===== config.mk =====
export PLATFORM = sky130hd
export DESIGN_NAME = dfs_loop
export DESIGN_NICKNAME = d
export VERILOG_FILES = /design/src/rtl/dfs_pkg.sv /design/src/rtl/dfs_loop.sv
export SDC_FILE = /design/constraint.sdc
export NUM_CORES = 1
export LEC_CHECK = 0
export BUFFER_PORTS_ARGS = -buffer_cell sky130_fd_sc_hd__buf_2
export CAP_MARGIN = 20
export CORE_MARGIN = 2
export CORE_UTILIZATION = 45
export DETAILED_ROUTE_END_ITERATION = 16
export SETUP_SLACK_MARGIN = 0.3
export SKIP_LAST_GASP = 1
export SYNTH_ARGS = -nofsm -noshare
export SYNTH_HDL_FRONTEND = slang
export SYNTH_SLANG_ARGS = --single-unit

===== constraint.sdc =====
create_clock -name clk_i -period 13.7 [get_ports clk_i]
set_input_delay 0.685 -clock clk_i [delete_from_list [all_inputs] [get_ports clk_i]]
set_output_delay 0.685 -clock clk_i [all_outputs]
set_load 0.005 [all_outputs]

===== src/rtl/dfs_pkg.sv =====
// package for the dynamic fan-start temperature loop
package dfs_pkg;

    // ------------------------------------------------------------
    // register map (word indices; byte address is the index shifted left by 2)
    // ------------------------------------------------------------
    localparam logic [7:0] IDX_OP_R1      = 8'h33;
    localparam logic [7:0] IDX_OP_LOC     = 8'h34;
    localparam logic [7:0] IDX_OP_R2      = 8'h35;
    localparam logic [7:0] IDX_CTRL1      = 8'h36;
    localparam logic [7:0] IDX_CTRL2      = 8'h37;
    localparam logic [7:0] IDX_FST_R1     = 8'h40;
    localparam logic [7:0] IDX_FST_LOC    = 8'h41;
    localparam logic [7:0] IDX_FST_R2     = 8'h42;
    localparam logic [7:0] IDX_MODE       = 8'h43;
    localparam logic [7:0] IDX_ACOU       = 8'h44;
    localparam int         ADDR_W         = 10;

    // ------------------------------------------------------------
    // fields of control 1, control 2 and mode
    // ------------------------------------------------------------
    localparam int CTRL1_CY2_HI_BIT  = 0;
    localparam int CTRL1_CAP_LSB     = 2;
    localparam int CTRL1_DYN_LSB     = 5;
    localparam int CTRL2_CY1_LSB     = 0;
    localparam int CTRL2_CYL_LSB     = 3;
    localparam int CTRL2_CY2_LSB     = 6;
    localparam int MODE_OFS64_BIT    = 0;
    localparam int MODE_ACOU_EN_BIT  = 1;

    // ------------------------------------------------------------
    // reset values and limits
    // ------------------------------------------------------------
    localparam logic [7:0] OP_RESET       = 8'ha4;
    localparam logic [7:0] CTRL_RESET     = 8'h00;
    localparam logic [7:0] FST_RESET      = 8'h5a;
    localparam logic [7:0] ACOU_RESET     = 8'h01;
    localparam logic [7:0] FLOOR_TWOS     = 8'h81;  // -127 in twos complement
    localparam logic [7:0] FLOOR_OFS64    = 8'h00;  // -64 in offset-64
    localparam logic [9:0] SLOW_RISE_QTR  = 10'h001; // 0.25 degC in quarters
    localparam logic [9:0] LONG_STEP      = 10'h004; // 1 degC in quarters
    localparam int         BASE_SHORT     = 8;
    localparam int         NCH            = 3;

    // per-channel inputs from the measurement side
    typedef struct packed {
        logic [9:0] temp;    // 8.2 fixed point, degC quarters
        logic [7:0] hyst;
        logic [7:0] low_lim;
        logic [7:0] high_lim;
    } dfs_chan_in_t;

endpackage


===== src/rtl/dfs_loop.sv =====
// dynamic fan-start temperature loop with wishbone register slave
//
// Behaviour
// below operating point minus hysteresis, hold
// short cycle lowers by twice the rise
// rise of 0.25 or less: no cut
// long cycle holds between op-hyst and op
// above operating point, long cycle lowers 1
// below operating point again, value held
// long cycle raise needs four conditions
// never above channel high limit; code only blocks raises past it, a fan start already above the limit is kept
// above low limit, raising stops
// floor -127 twos or -64 offset-64
// temp below fan start suspends adjustment
// remote2 capture on alarm when enabled
// local capture on alarm when enabled
// remote1 capture on alarm when enabled
// capture disabled keeps programmed operating point
// control bits 7:5 enable dynamic channels
// dynamic disabled never touches fan start
// acoustic mode limits duty change per update
// short every n, long every 2n cycles
// 3-bit code, 8 doubling to 1024
// one 8-bit operating point per channel
// alarm active low, synchronised, edge captured
// channels evaluated independently at cycle end
`timescale 1ns/1ns
module dfs_loop #(
    parameter int DUTY_W = 8
) (
    input  wire logic                  clk_i,
    input  wire logic                  rst_i,
    // classic wishbone slave
    input  wire logic                  wb_cyc_i,
    input  wire logic                  wb_stb_i,
    input  wire logic                  wb_we_i,
    input  wire logic [9:0]            wb_adr_i,
    input  wire logic [31:0]           wb_dat_i,
    input  wire logic [3:0]            wb_sel_i,
    output logic      [31:0]           wb_dat_o,
    output logic                       wb_ack_o,
    // monitoring cycle tick and per-channel measurements (0 r1, 1 local, 2 r2)
    input  wire logic                  mon_tick_i,
    input  wire dfs_pkg::dfs_chan_in_t ch_i [3],
    input  wire logic                  thermal_alarm_n_i,
    // duty from the base curve, smoothed duty out
    input  wire logic [DUTY_W-1:0]     duty_target_i,
    output logic      [DUTY_W-1:0]     duty_o,
    output logic      [23:0]           fan_start_temp_o,
    output logic      [2:0]            fan_off_o
);

    // ------------------------------------------------------------
    // state
    // ------------------------------------------------------------
    typedef struct packed {
        logic [2:0][7:0]  op;
        logic [2:0][7:0]  fst;
        logic [2:0][9:0]  prev_temp;
        logic [2:0][10:0] cnt;
        logic [7:0]       ctrl1;
        logic [7:0]       ctrl2;
        logic [7:0]       mode;
        logic [7:0]       acou;
        logic [DUTY_W-1:0] duty;
        logic             alarm_s1;
        logic             alarm_s2;
        logic             alarm_s3;
        logic [31:0]      rdat;
        logic             ack;
    } dfs_state_t;

    dfs_state_t st_r;
    dfs_state_t st_nxt;

    // ------------------------------------------------------------
    // helpers
    // ------------------------------------------------------------
    // cycle code of a channel; remote 2 straddles two registers
    function automatic logic [2:0] cy_code(input logic [7:0] c1, input logic [7:0] c2, input int ch);
        logic [2:0] r;
        r = 3'h0;
        unique case (ch)
            0: r = c2[dfs_pkg::CTRL2_CY1_LSB +: 3];
            1: r = c2[dfs_pkg::CTRL2_CYL_LSB +: 3];
            default: r = {c1[dfs_pkg::CTRL1_CY2_HI_BIT], c2[dfs_pkg::CTRL2_CY2_LSB +: 2]};
        endcase
        return r;
    endfunction

    // signed compare of two 10-bit quarter values
    function automatic logic lt_q(input logic [9:0] a, input logic [9:0] b);
        return $signed(a) < $signed(b);
    endfunction

    // 8-bit register value to signed quarters, respecting number format
    function automatic logic [9:0] to_q(input logic [7:0] v, input logic ofs64);
        logic [7:0] s;
        s = ofs64 ? v - 8'h40 : v;
        return {s, 2'b00};
    endfunction

    // acoustic ramp step from 3-bit code
    function automatic logic [DUTY_W-1:0] ramp_step(input logic [2:0] c);
        logic [7:0] s;
        unique case (c)
            3'h0: s = 8'h01;
            3'h1: s = 8'h02;
            3'h2: s = 8'h03;
            3'h3: s = 8'h05;
            3'h4: s = 8'h08;
            3'h5: s = 8'h0c;
            3'h6: s = 8'h18;
            3'h7: s = 8'h30;
        endcase
        return DUTY_W'(s);
    endfunction

    // ------------------------------------------------------------
    // next state
    // ------------------------------------------------------------
    always_comb begin
        logic        req;
        logic        wr;
        logic [7:0]  idx;
        logic        ofs;
        logic        alarm_edge;
        logic [10:0] per;
        logic        short_ev;
        logic        long_ev;
        logic [9:0]  t;
        logic [9:0]  opq;
        logic [9:0]  fq;
        logic [9:0]  rise;
        logic [11:0] nf;
        logic [11:0] floor_s;
        logic [11:0] hi_s;
        logic [DUTY_W-1:0] stp;
        logic [DUTY_W:0]   up;
        st_nxt   = st_r;
        req      = wb_cyc_i && wb_stb_i && !st_r.ack;
        wr       = req && wb_we_i && wb_sel_i[0];
        idx      = wb_adr_i[9:2];
        ofs      = st_r.mode[dfs_pkg::MODE_OFS64_BIT];
        t        = 10'h000;
        opq      = 10'h000;
        fq       = 10'h000;
        rise     = 10'h000;
        nf       = 12'h000;
        per      = 11'h000;
        short_ev = 1'b0;
        long_ev  = 1'b0;
        floor_s  = 12'h000;
        hi_s     = 12'h000;

        // alarm synchroniser; edge taken only past the first stage
        st_nxt.alarm_s1 = !thermal_alarm_n_i;
        st_nxt.alarm_s2 = st_r.alarm_s1;
        st_nxt.alarm_s3 = st_r.alarm_s2;
        alarm_edge      = st_r.alarm_s2 && !st_r.alarm_s3;

        for (int ch = 0; ch < dfs_pkg::NCH; ch++) begin
            t   = ch_i[ch].temp;
            opq = to_q(st_r.op[ch], ofs);
            fq  = to_q(st_r.fst[ch], ofs);
            per = 11'(dfs_pkg::BASE_SHORT) << cy_code(st_r.ctrl1, st_r.ctrl2, ch);
            if (mon_tick_i) begin
                // free-running per-channel counter over 2n cycles
                if (st_r.cnt[ch] >= 11'((2 * per) - 1)) begin
                    st_nxt.cnt[ch] = 11'h000;
                end else begin
                    st_nxt.cnt[ch] = st_r.cnt[ch] + 11'h001;
                end
                short_ev = (st_r.cnt[ch] == per - 11'h001) || (st_r.cnt[ch] == 11'((2 * per) - 1));
                long_ev  = (st_r.cnt[ch] == 11'((2 * per) - 1));
                st_nxt.prev_temp[ch] = t;
                rise    = t - st_r.prev_temp[ch];
                nf      = {{4{st_r.fst[ch][7] & !ofs}}, st_r.fst[ch]};
                floor_s = ofs ? {4'h0, dfs_pkg::FLOOR_OFS64} : {4'hf, dfs_pkg::FLOOR_TWOS};
                hi_s    = ofs ? {4'h0, ch_i[ch].high_lim} : {{4{ch_i[ch].high_lim[7]}}, ch_i[ch].high_lim};
                // adjust only when enabled and not below fan start
                if (st_r.ctrl1[dfs_pkg::CTRL1_DYN_LSB + ch] && !lt_q(t, fq)) begin
                    // short: rise above op-hyst and faster than a quarter degree
                    if (short_ev && lt_q(opq - {ch_i[ch].hyst, 2'b00}, t)
                        && lt_q(dfs_pkg::SLOW_RISE_QTR, rise)) begin
                        nf = nf - {3'h0, rise[9:2], 1'b0};
                    end
                    // long: one degree down while above op
                    if (long_ev && lt_q(opq, t)) begin
                        nf = nf - 12'h001;
                    end
                    // long: raise when cool, below limits and op
                    if (long_ev && lt_q(t, to_q(ch_i[ch].low_lim, ofs))
                        && lt_q(fq, to_q(ch_i[ch].high_lim, ofs))
                        && lt_q(fq, opq) && lt_q(fq, t)) begin
                        nf = nf + 12'h001;
                    end
                    if ($signed(nf) < $signed(floor_s)) begin
                        nf = floor_s;
                    end
                    if ($signed(nf) > $signed(hi_s) && !(long_ev && lt_q(opq, t))) begin
                        nf = (nf > {4'h0, st_r.fst[ch]}) ? hi_s : nf;
                    end
                    st_nxt.fst[ch] = nf[7:0];
                end
            end
            // capture current temperature into operating point
            if (alarm_edge && st_r.ctrl1[dfs_pkg::CTRL1_CAP_LSB + ch]) begin
                st_nxt.op[ch] = t[9:2];
            end
        end

        // acoustic smoothing of duty per update tick
        stp = ramp_step(st_r.acou[2:0]);
        up  = {1'b0, st_r.duty} + {1'b0, stp};
        if (!st_r.mode[dfs_pkg::MODE_ACOU_EN_BIT]) begin
            st_nxt.duty = duty_target_i;
        end else if (mon_tick_i) begin
            if (duty_target_i > st_r.duty) begin
                st_nxt.duty = (up[DUTY_W] || up[DUTY_W-1:0] > duty_target_i) ? duty_target_i : up[DUTY_W-1:0];
            end else if (duty_target_i < st_r.duty) begin
                st_nxt.duty = (st_r.duty - duty_target_i < stp) ? duty_target_i : st_r.duty - stp;
            end
        end

        // wishbone: one-cycle ack, software write beats hardware update
        st_nxt.ack  = req;
        st_nxt.rdat = 32'h0000_0000;
        if (req) begin
            unique case (idx)
                dfs_pkg::IDX_OP_R1:   st_nxt.rdat = {24'h0, st_r.op[0]};
                dfs_pkg::IDX_OP_LOC:  st_nxt.rdat = {24'h0, st_r.op[1]};
                dfs_pkg::IDX_OP_R2:   st_nxt.rdat = {24'h0, st_r.op[2]};
                dfs_pkg::IDX_CTRL1:   st_nxt.rdat = {24'h0, st_r.ctrl1};
                dfs_pkg::IDX_CTRL2:   st_nxt.rdat = {24'h0, st_r.ctrl2};
                dfs_pkg::IDX_FST_R1:  st_nxt.rdat = {24'h0, st_r.fst[0]};
                dfs_pkg::IDX_FST_LOC: st_nxt.rdat = {24'h0, st_r.fst[1]};
                dfs_pkg::IDX_FST_R2:  st_nxt.rdat = {24'h0, st_r.fst[2]};
                dfs_pkg::IDX_MODE:    st_nxt.rdat = {24'h0, st_r.mode};
                dfs_pkg::IDX_ACOU:    st_nxt.rdat = {24'h0, st_r.acou};
                default:              st_nxt.rdat = 32'h0000_0000;
            endcase
        end
        if (wr) begin
            unique case (idx)
                dfs_pkg::IDX_OP_R1:   st_nxt.op[0]  = wb_dat_i[7:0];
                dfs_pkg::IDX_OP_LOC:  st_nxt.op[1]  = wb_dat_i[7:0];
                dfs_pkg::IDX_OP_R2:   st_nxt.op[2]  = wb_dat_i[7:0];
                dfs_pkg::IDX_CTRL1:   st_nxt.ctrl1  = wb_dat_i[7:0];
                dfs_pkg::IDX_CTRL2:   st_nxt.ctrl2  = wb_dat_i[7:0];
                dfs_pkg::IDX_FST_R1:  st_nxt.fst[0] = wb_dat_i[7:0];
                dfs_pkg::IDX_FST_LOC: st_nxt.fst[1] = wb_dat_i[7:0];
                dfs_pkg::IDX_FST_R2:  st_nxt.fst[2] = wb_dat_i[7:0];
                dfs_pkg::IDX_MODE:    st_nxt.mode   = wb_dat_i[7:0];
                dfs_pkg::IDX_ACOU:    st_nxt.acou   = wb_dat_i[7:0];
                default: ;
            endcase
        end
    end

    // ------------------------------------------------------------
    // registers
    // ------------------------------------------------------------
    always_ff @(posedge clk_i) begin
        if (rst_i) begin
            st_r           <= '0;
            st_r.op        <= {3{dfs_pkg::OP_RESET}};
            st_r.fst       <= {3{dfs_pkg::FST_RESET}};
            st_r.ctrl1     <= dfs_pkg::CTRL_RESET;
            st_r.ctrl2     <= dfs_pkg::CTRL_RESET;
            st_r.acou      <= dfs_pkg::ACOU_RESET;
        end else begin
            st_r <= st_nxt;
        end
    end

    // ------------------------------------------------------------
    // outputs
    // ------------------------------------------------------------
    assign wb_ack_o         = st_r.ack;
    assign wb_dat_o         = st_r.rdat;
    assign duty_o           = st_r.duty;
    assign fan_start_temp_o = {st_r.fst[2], st_r.fst[1], st_r.fst[0]};

    // fan held off while a channel sits below its start temperature
    for (genvar g = 0; g < dfs_pkg::NCH; g++) begin : g_off
        assign fan_off_o[g] = lt_q(ch_i[g].temp, to_q(st_r.fst[g], st_r.mode[dfs_pkg::MODE_OFS64_BIT]));
    end

endmodule


# [Word-level counts from Yosys, hierarchy flattened]
# Memory sizes are Yosys's and may differ from the RTL's. A register that Yosys moved wholly into a read port is not among the register bits.
# Index checks and enable logic that the tools add are counted.
[totals] elab_cells=268 n_memories=1 register_bits=187 rom_bits=48 in_bits=163 latchBits=0 out_inout_bits=68 ramBits=0
[op_classes] div_mod_pow=0 n_mul=0 n_reduce_logical=55 n_shift=3 bitwise=4 muxes=86 eq_ne=18 magnitude_cmp=40 addsub=39
[memory_table] name="(no name shown)" words=8 width=6 rd=1 rd_ports_with_merged_regs=1 write_ports=0 line_no="dfs_loop.sv:106" text="unique case (c)"
[ops] cell="$mux 12" count=40
[ops] cell="$mux 8" count=39
[ops] cell="$lt 10x10->1" count=21
[ops] cell="$sub 8x7->8 const B" count=12
[ops] cell="$pmux 8 s10" count=1
[ops] cell="$eq 11x11->1" count=6
[ops] cell="$sub 11x1->11 const B" count=6
[ops] cell="$sub 10x10->10" count=6
[ops] cell="$mux 48" count=1
[ops] cell="$eq 8x6->1 const B" count=5
[ops] cell="$eq 8x7->1 const B" count=5
[ops] cell="$add 12x1->12 const B" count=3
[ops] cell="$gt 12x12->1" count=3
[ops] cell="$gt 12x8->1" count=3
[ops] cell="$lt 12x12->1" count=3
[ops] cell="$sub 12x1->12 const B" count=3
[ops] cell="$logic_and 1x1->1" count=35
[ops] cell="$add 11x1->11 const B" count=3
[ops] cell="$ge 11x11->1" count=3
[ops] cell="$mux 11" count=3
[ops] cell="$shl 4x3->11 const A" count=3
[ops] cell="$sub 9x10->11" count=3
[ops] cell="$lt 2x10->1 const A" count=3
[ops] cell="$gt 8x8->1" count=2
[ops] cell="12 further kinds" count=33

# [Longest topological paths before layout]
[depth] word_depth=28 mapped_depth=57 depth_no_buf=56

# [Worst setup path before layout]
# No wires, ideal clock.
[synth_timing] kind="register to register" start="register st_r[52] (netlist bit)" end="register st_r (netlist bit fan_start_temp_o[16])" period_less_slack_ns=11.051 required_ns=13.597 slack_ns=2.649 path_stages_with_launch=51 arrival_ns=10.947 setup_ns=0.103 path_buffers=4 path_cell_list="dfxtp_1 > clkbuf_1 > clkbuf_1 > xor2_1 > ha_1 > a21oi_1 > xnor2_1 > ha_1 > inv_1 > or3_1 > a211o_1 > o21ai_0 > nand4_1 > o21ai_1 > a21boi_0 > ha_1 > a22oi_1 > ha_1 > (+15 left out) > clkbuf_1 > and3_1 > ha_1 > nor2b_1 > o21a_1 > o21a_1 > o21a_1 > o21a_1 > o21a_1 > o21a_1 > o21ai_0 > a21oi_1 > a2111oi_0 > o32ai_1 > inv_1 > a221oi_4 > a221o_1 > a2111oi_2"
[synth_via] elab_chain_len=27 word_cells_on_any_way=51 classes_between="add/sub: 4; order compare: 10; mux: 24; bitwise: 1; reduce/logical: 12"
[synth_rtl] element="start, declared" line_no="dfs_loop.sv:73" text="dfs_state_t st_r;"
[synth_rtl] element="start signal, assigned" line_no="dfs_loop.sv:273" text="st_r <= st_nxt;"
[synth_rtl] element="$mux 8" line_no="dfs_loop.sv:99" text="s = ofs64 ? v - 8'h40 : v;"
[synth_rtl] element="$sub 10x10->10" line_no="dfs_loop.sv:184" text="if (short_ev && lt_q(opq - {ch_i[ch].hyst, 2'b00}, t)"
[synth_rtl] element="$lt 10x10->1" line_no="dfs_loop.sv:93" text="return $signed(a) < $signed(b);"
[synth_rtl] element="$logic_and 1x1->1" line_no="dfs_loop.sv:184"
[synth_rtl] element="$logic_and 1x1->1" line_no="dfs_loop.sv:185" text="&& lt_q(dfs_pkg::SLOW_RISE_QTR, rise)) begin"
[synth_rtl] element="$mux 12" line_no="dfs_loop.sv:184"
[synth_rtl] element="$mux 12" line_no="dfs_loop.sv:182" text="if (st_r.ctrl1[dfs_pkg::CTRL1_DYN_LSB + ch] && !lt_q(t, fq)) begin"
[synth_rtl] element="$mux 12" line_no="dfs_loop.sv:167" text="if (mon_tick_i) begin"
[synth_rtl] element="(+11 left out)"
[synth_rtl] element="$mux 12" line_no="dfs_loop.sv:167"
[synth_rtl] element="$gt 12x8->1 or $gt 12x12->1 (tied branches)" line_no="dfs_loop.sv:202, dfs_loop.sv:201"
[synth_rtl] element="$mux 8 or $logic_and 1x1->1 (tied branches)" line_no="dfs_loop.sv:202, dfs_loop.sv:201"
[synth_rtl] element="$mux 8" line_no="dfs_loop.sv:201" text="if ($signed(nf) > $signed(hi_s) && !(long_ev && lt_q(opq, t))) begin"
[synth_rtl] element="$mux 8 (*)" line_no="dfs_loop.sv:182"
[synth_rtl] element="$mux 8 (*)" line_no="dfs_loop.sv:167"
[synth_rtl] element="$mux 8" line_no="dfs_loop.sv:245" text="unique case (idx)"
[synth_rtl] element="$mux 48 (*)" line_no="dfs_loop.sv:244" text="if (wr) begin"
# Every way passes the cells marked *; elsewhere a longest branch is shown, timed or not. The select of a mux whose other input is x is not followed.
# A chain may end at the register's enable or synchronous reset.

# [Worst setup path in the final report]
[layout_timing] start="register st_r[180] (netlist bit)" end="register st_r (netlist bit fan_start_temp_o[23])"
[layout_via] elab_chain_len=28 word_cells_on_any_way=36 classes_between="add/sub: 4; order compare: 6; mux: 19; reduce/logical: 7"
[layout_rtl] element="$sub 8x7->8" line_no="dfs_loop.sv:99"
[layout_rtl] element="$mux 8 (*)" line_no="dfs_loop.sv:99"
[layout_rtl] element="$sub 10x10->10" line_no="dfs_loop.sv:184"
[layout_rtl] element="$lt 10x10->1" line_no="dfs_loop.sv:93"
[layout_rtl] element="$logic_and 1x1->1" line_no="dfs_loop.sv:184"
[layout_rtl] element="$logic_and 1x1->1" line_no="dfs_loop.sv:185"
[layout_rtl] element="$mux 12" line_no="dfs_loop.sv:184"
[layout_rtl] element="$mux 12" line_no="dfs_loop.sv:182"
[layout_rtl] element="(+12 left out)"
[layout_rtl] element="$mux 12" line_no="dfs_loop.sv:167"
[layout_rtl] element="$gt 12x8->1 or $gt 12x12->1 (tied branches)" line_no="dfs_loop.sv:202, dfs_loop.sv:201"
[layout_rtl] element="$mux 8 or $logic_and 1x1->1 (tied branches)" line_no="dfs_loop.sv:202, dfs_loop.sv:201"
[layout_rtl] element="$mux 8 (*)" line_no="dfs_loop.sv:201"
[layout_rtl] element="$mux 8 (*)" line_no="dfs_loop.sv:182"
[layout_rtl] element="$mux 8 (*)" line_no="dfs_loop.sv:167"
[layout_rtl] element="$mux 8" line_no="dfs_loop.sv:245"
[layout_rtl] element="$mux 48 (*)" line_no="dfs_loop.sv:244"
# Marks and branches as above.

==> flow_summary.json <==
{
  "grt_max_degree": 77,
  "worst_pin_slew_ns": 1.10,
  "slowest_stage": "a2111oi_0",
  "die_h_um": 231,
  "clk_pin_slew_ns": 0.07,
  "area_delta_synth_final_pct": 7.01,
  "final_core_util": 0.484,
  "synth_seq_area_share": 0.146,
  "avgSynthCellArea_sq_um": 7.63,
  "regToRegSetupSlack_ns": 1.70,
  "crit_cells": 51,
  "nNetsFinal": 3622,
  "layout_commonest_cell": "ha_1",
  "post_cts_buffers": 0,
  "cts_hold_buf": 0,
  "rsz0062_at_grt": "no",
  "n_fill_cell": 5134,
  "fin_skew_ns": 0.0141,
  "worstSetupPathType": "reg -> reg",
  "gp_congestion": 0.936,
  "required_ns": 14.01,
  "tns_ns": 0,
  "cp-endpoint": "fan_start_temp_o[23]",
  "grtUsageTotal": 0.273,
  "r2r-end": "fan_start_temp_o[23]",
  "dieArea_sq_um": 53200,
  "cts_sinks": 169,
  "antenna_found_initial": 3,
  "critPathLaunch": "st_r[180]",
  "fp.coreArea_sq_um": 51100,
  "hold_violations": 0,
  "num_vias": 22700,
  "crit-reg2reg-launch": "st_r[180]",
  "grt_remaining_overflow": 0,
  "hpwlAfterDp_mm": 58.1,
  "p_per_area_nw_per_um2": 63.1,
  "cts_root_buf": "clkbuf_16",
  "worstRegToRegCells": 51,
  "drc": 0,
  "postSynthCellCount": 3032,
  "startpoint_type": "flip-flop",
  "outcome": "finished, final reports clean",
  "synthDistinctLibCells": 112,
  "path_delay_family": "compound AO/OA/AOI/OAI gates",
  "vdd.ir_drop.worst_v": 0.0000940,
  "drt_iter0_drc": 2011,
  "yosysTopAreaCellShare": 0.190,
  "ctsLongestPathBuffers": 2,
  "slew_headroom": 0.258,
  "io_buffers": 177,
  "wl_per_cell_um": 19.6,
  "ant_nets": 0,
  "critPathMaxFanout": 20,
  "cp_num_buf_inv": 3,
  "yosysTopAreaCell": "ha_1",
  "period_share": 0.876,
  "grt_pass1_wl_mm": 117,
  "crit_path_end_kind": "flip-flop",
  "fmax_ghz": 0.0834,
  "drive_gt1_frac": 0.0956,
  "clk_latency_ns": 0.46,
  "die_w_um": 231,
  "fp-row-count": 83,
  "async_flop_share": 0,
  "setup_viol": 0,
  "synth-main-ff-cell": "dfxtp_1",
  "finalNonFillerCells": 3789,
  "cts_tree": "yes",
  "routed_wl_mm": 74.2,
  "crit_arrival_ns": 12.31,
  "yosysWarnings": 0,
  "slowest_delay_ns": 0.62,
  "synth_enable_flop_cells": 0,
  "layout_common_cells": "ha_1 (352), nor2_1 (289), inv_1 (269)",
  "maxCapViolations": 0,
  "ys_seq_elements": 169,
  "synthTopCellsByArea": "ha_1 (19%), dfxtp_1 (15%), xnor2_1 (4.7%)",
  "initial_core_util": 0.453,
  "cts_resized": 0,
  "placedCellCount": 3756,
  "layout_min_cycle_time_ns": 12.00,
  "ioPinCount": 231,
  "final_max_slew_viol_count": 0,
  "cts_max_level": 4,
  "leakage_nw": 11.0,
  "vias_per_cell": 5.98,
  "grt_pass1_vias": 21800,
  "hold_path.class": "in -> reg",
  "dr.pass1.iters": 9,
  "numCtsBuffers": 17,
  "syn-cell-area_sq_um": 23100
}
## registers in the layout, summed over array words and instances, names as in the netlist, named ones only
name and cells:
st_r 120, st_nxt 2, wb_dat_o 8, duty_o 8
wb_ack_o 1, fan_start_temp_o 24
## worst min-delay path by stage
| stage | startpoint | end | slack (ns) | cells after the start |
|---|---|---|---|---|
| global placement | st_nxt[34] | st_nxt[33] | 0.43 | 1 |
| detailed placement | st_nxt[34] | st_nxt[33] | 0.43 | 1 |
| floorplan | st_nxt[34] | st_nxt[33] | 0.41 | 1 |
| global route | thermal_alarm_n_i | st_nxt[34] | 0.36 | 2 |
| CTS | thermal_alarm_n_i | st_nxt[34] | 0.36 | 2 |
| finish | thermal_alarm_n_i | st_nxt[34] | 0.37 | 2 |
## synth_stat cells (all sizes together) (16+ instances only)
cell type  number
nor4           41
a311oi         19
and2           23
o21ai         117
nor2          290
buf            95
mux2i          97
xor2          101
xnor2         126
nand2b         54
inv           270
dfxtp         169
o21a           44
nand2         195
or2            16
a21oi         174
a22oi          16
nand4          59
a211oi         30
ha            352
a31oi          24
o31ai          17
clkbuf         82
or3            23
nand3         115
nor2b          34
o211ai         38
a21o           39
and3           33
nor3           72
## metrics by stage
stage | hold slack, ns | setup slack [ns] | power (mW) | instance area (sq um)
6_report | 0.373 | 1.70 | 1.56 | 24800
5_1_grt | 0.358 | 0.703 | 1.65 | 24800
4_1_cts | 0.362 | 1.80 | 1.56 | 24800
3_5_place_dp | 0.435 | 1.61 | 1.04 | 24100
3_3_place_gp | 0.425 | 1.86 | 1.03 | 24100
2_1_floorplan | 0.414 | 2.65 | 0.914 | 23200
## where the power goes
| part | total, mW | switching [mW] | internal, mW |
|---|---|---|---|
| registers | 0.507 | 0.00760 | 0.500 |
| clock network | 0.518 | 0.231 | 0.287 |
| logic | 0.536 | 0.324 | 0.212 |
| total | 1.56 | 0.563 | 0.998 |
## metal layers
layer / global-route usage / vias up / wire [um]
met5: 0 / - / 18
met3: 0.0331 / 129 / 4130
met2: 0.463 / 726 / 34600
li1: - / 11000 / -
met4: 0.0808 / 4 / 1950
met1: 0.362 / 10800 / 33500
## final cells by class
cell class | count | area, sq um | area share
multi-input combinational | 2437 | 17800 | 0.721
timing repair buffer | 198 | 1050 | 0.0423
clock inverter | 11 | 138 | 0.00556
clock buffer | 21 | 470 | 0.0190
inverter | 272 | 1020 | 0.0412
antenna | 1 | 2.50 | 0.000101
sequential | 169 | 3380 | 0.137
tap | 680 | 851 | 0.0344
## worst reg2reg max path, delay by kind of cell (launching register included)
kind                     cells  cell delay, ns
XOR/XNOR                     2            0.34
adder cells (fa/ha/maj)      6            1.72
flip-flops                   1            0.56
AND/OR/NAND/NOR             12            2.77
AO/OA/AOI/OAI               28            6.16
buffers and inverters        3            0.28
## cells by family after synthesis
group,after synthesis,share of synthesized area
compound gates,686,0.204
xor+xnor,227,0.0866
other cells,1,0.000162
fa+ha+maj,365,0.201
buf+inv,449,0.0864
mux,113,0.0504
simple gates,1022,0.225
flops,169,0.146
No activity file was read; power rests on OpenSTA's default activity.
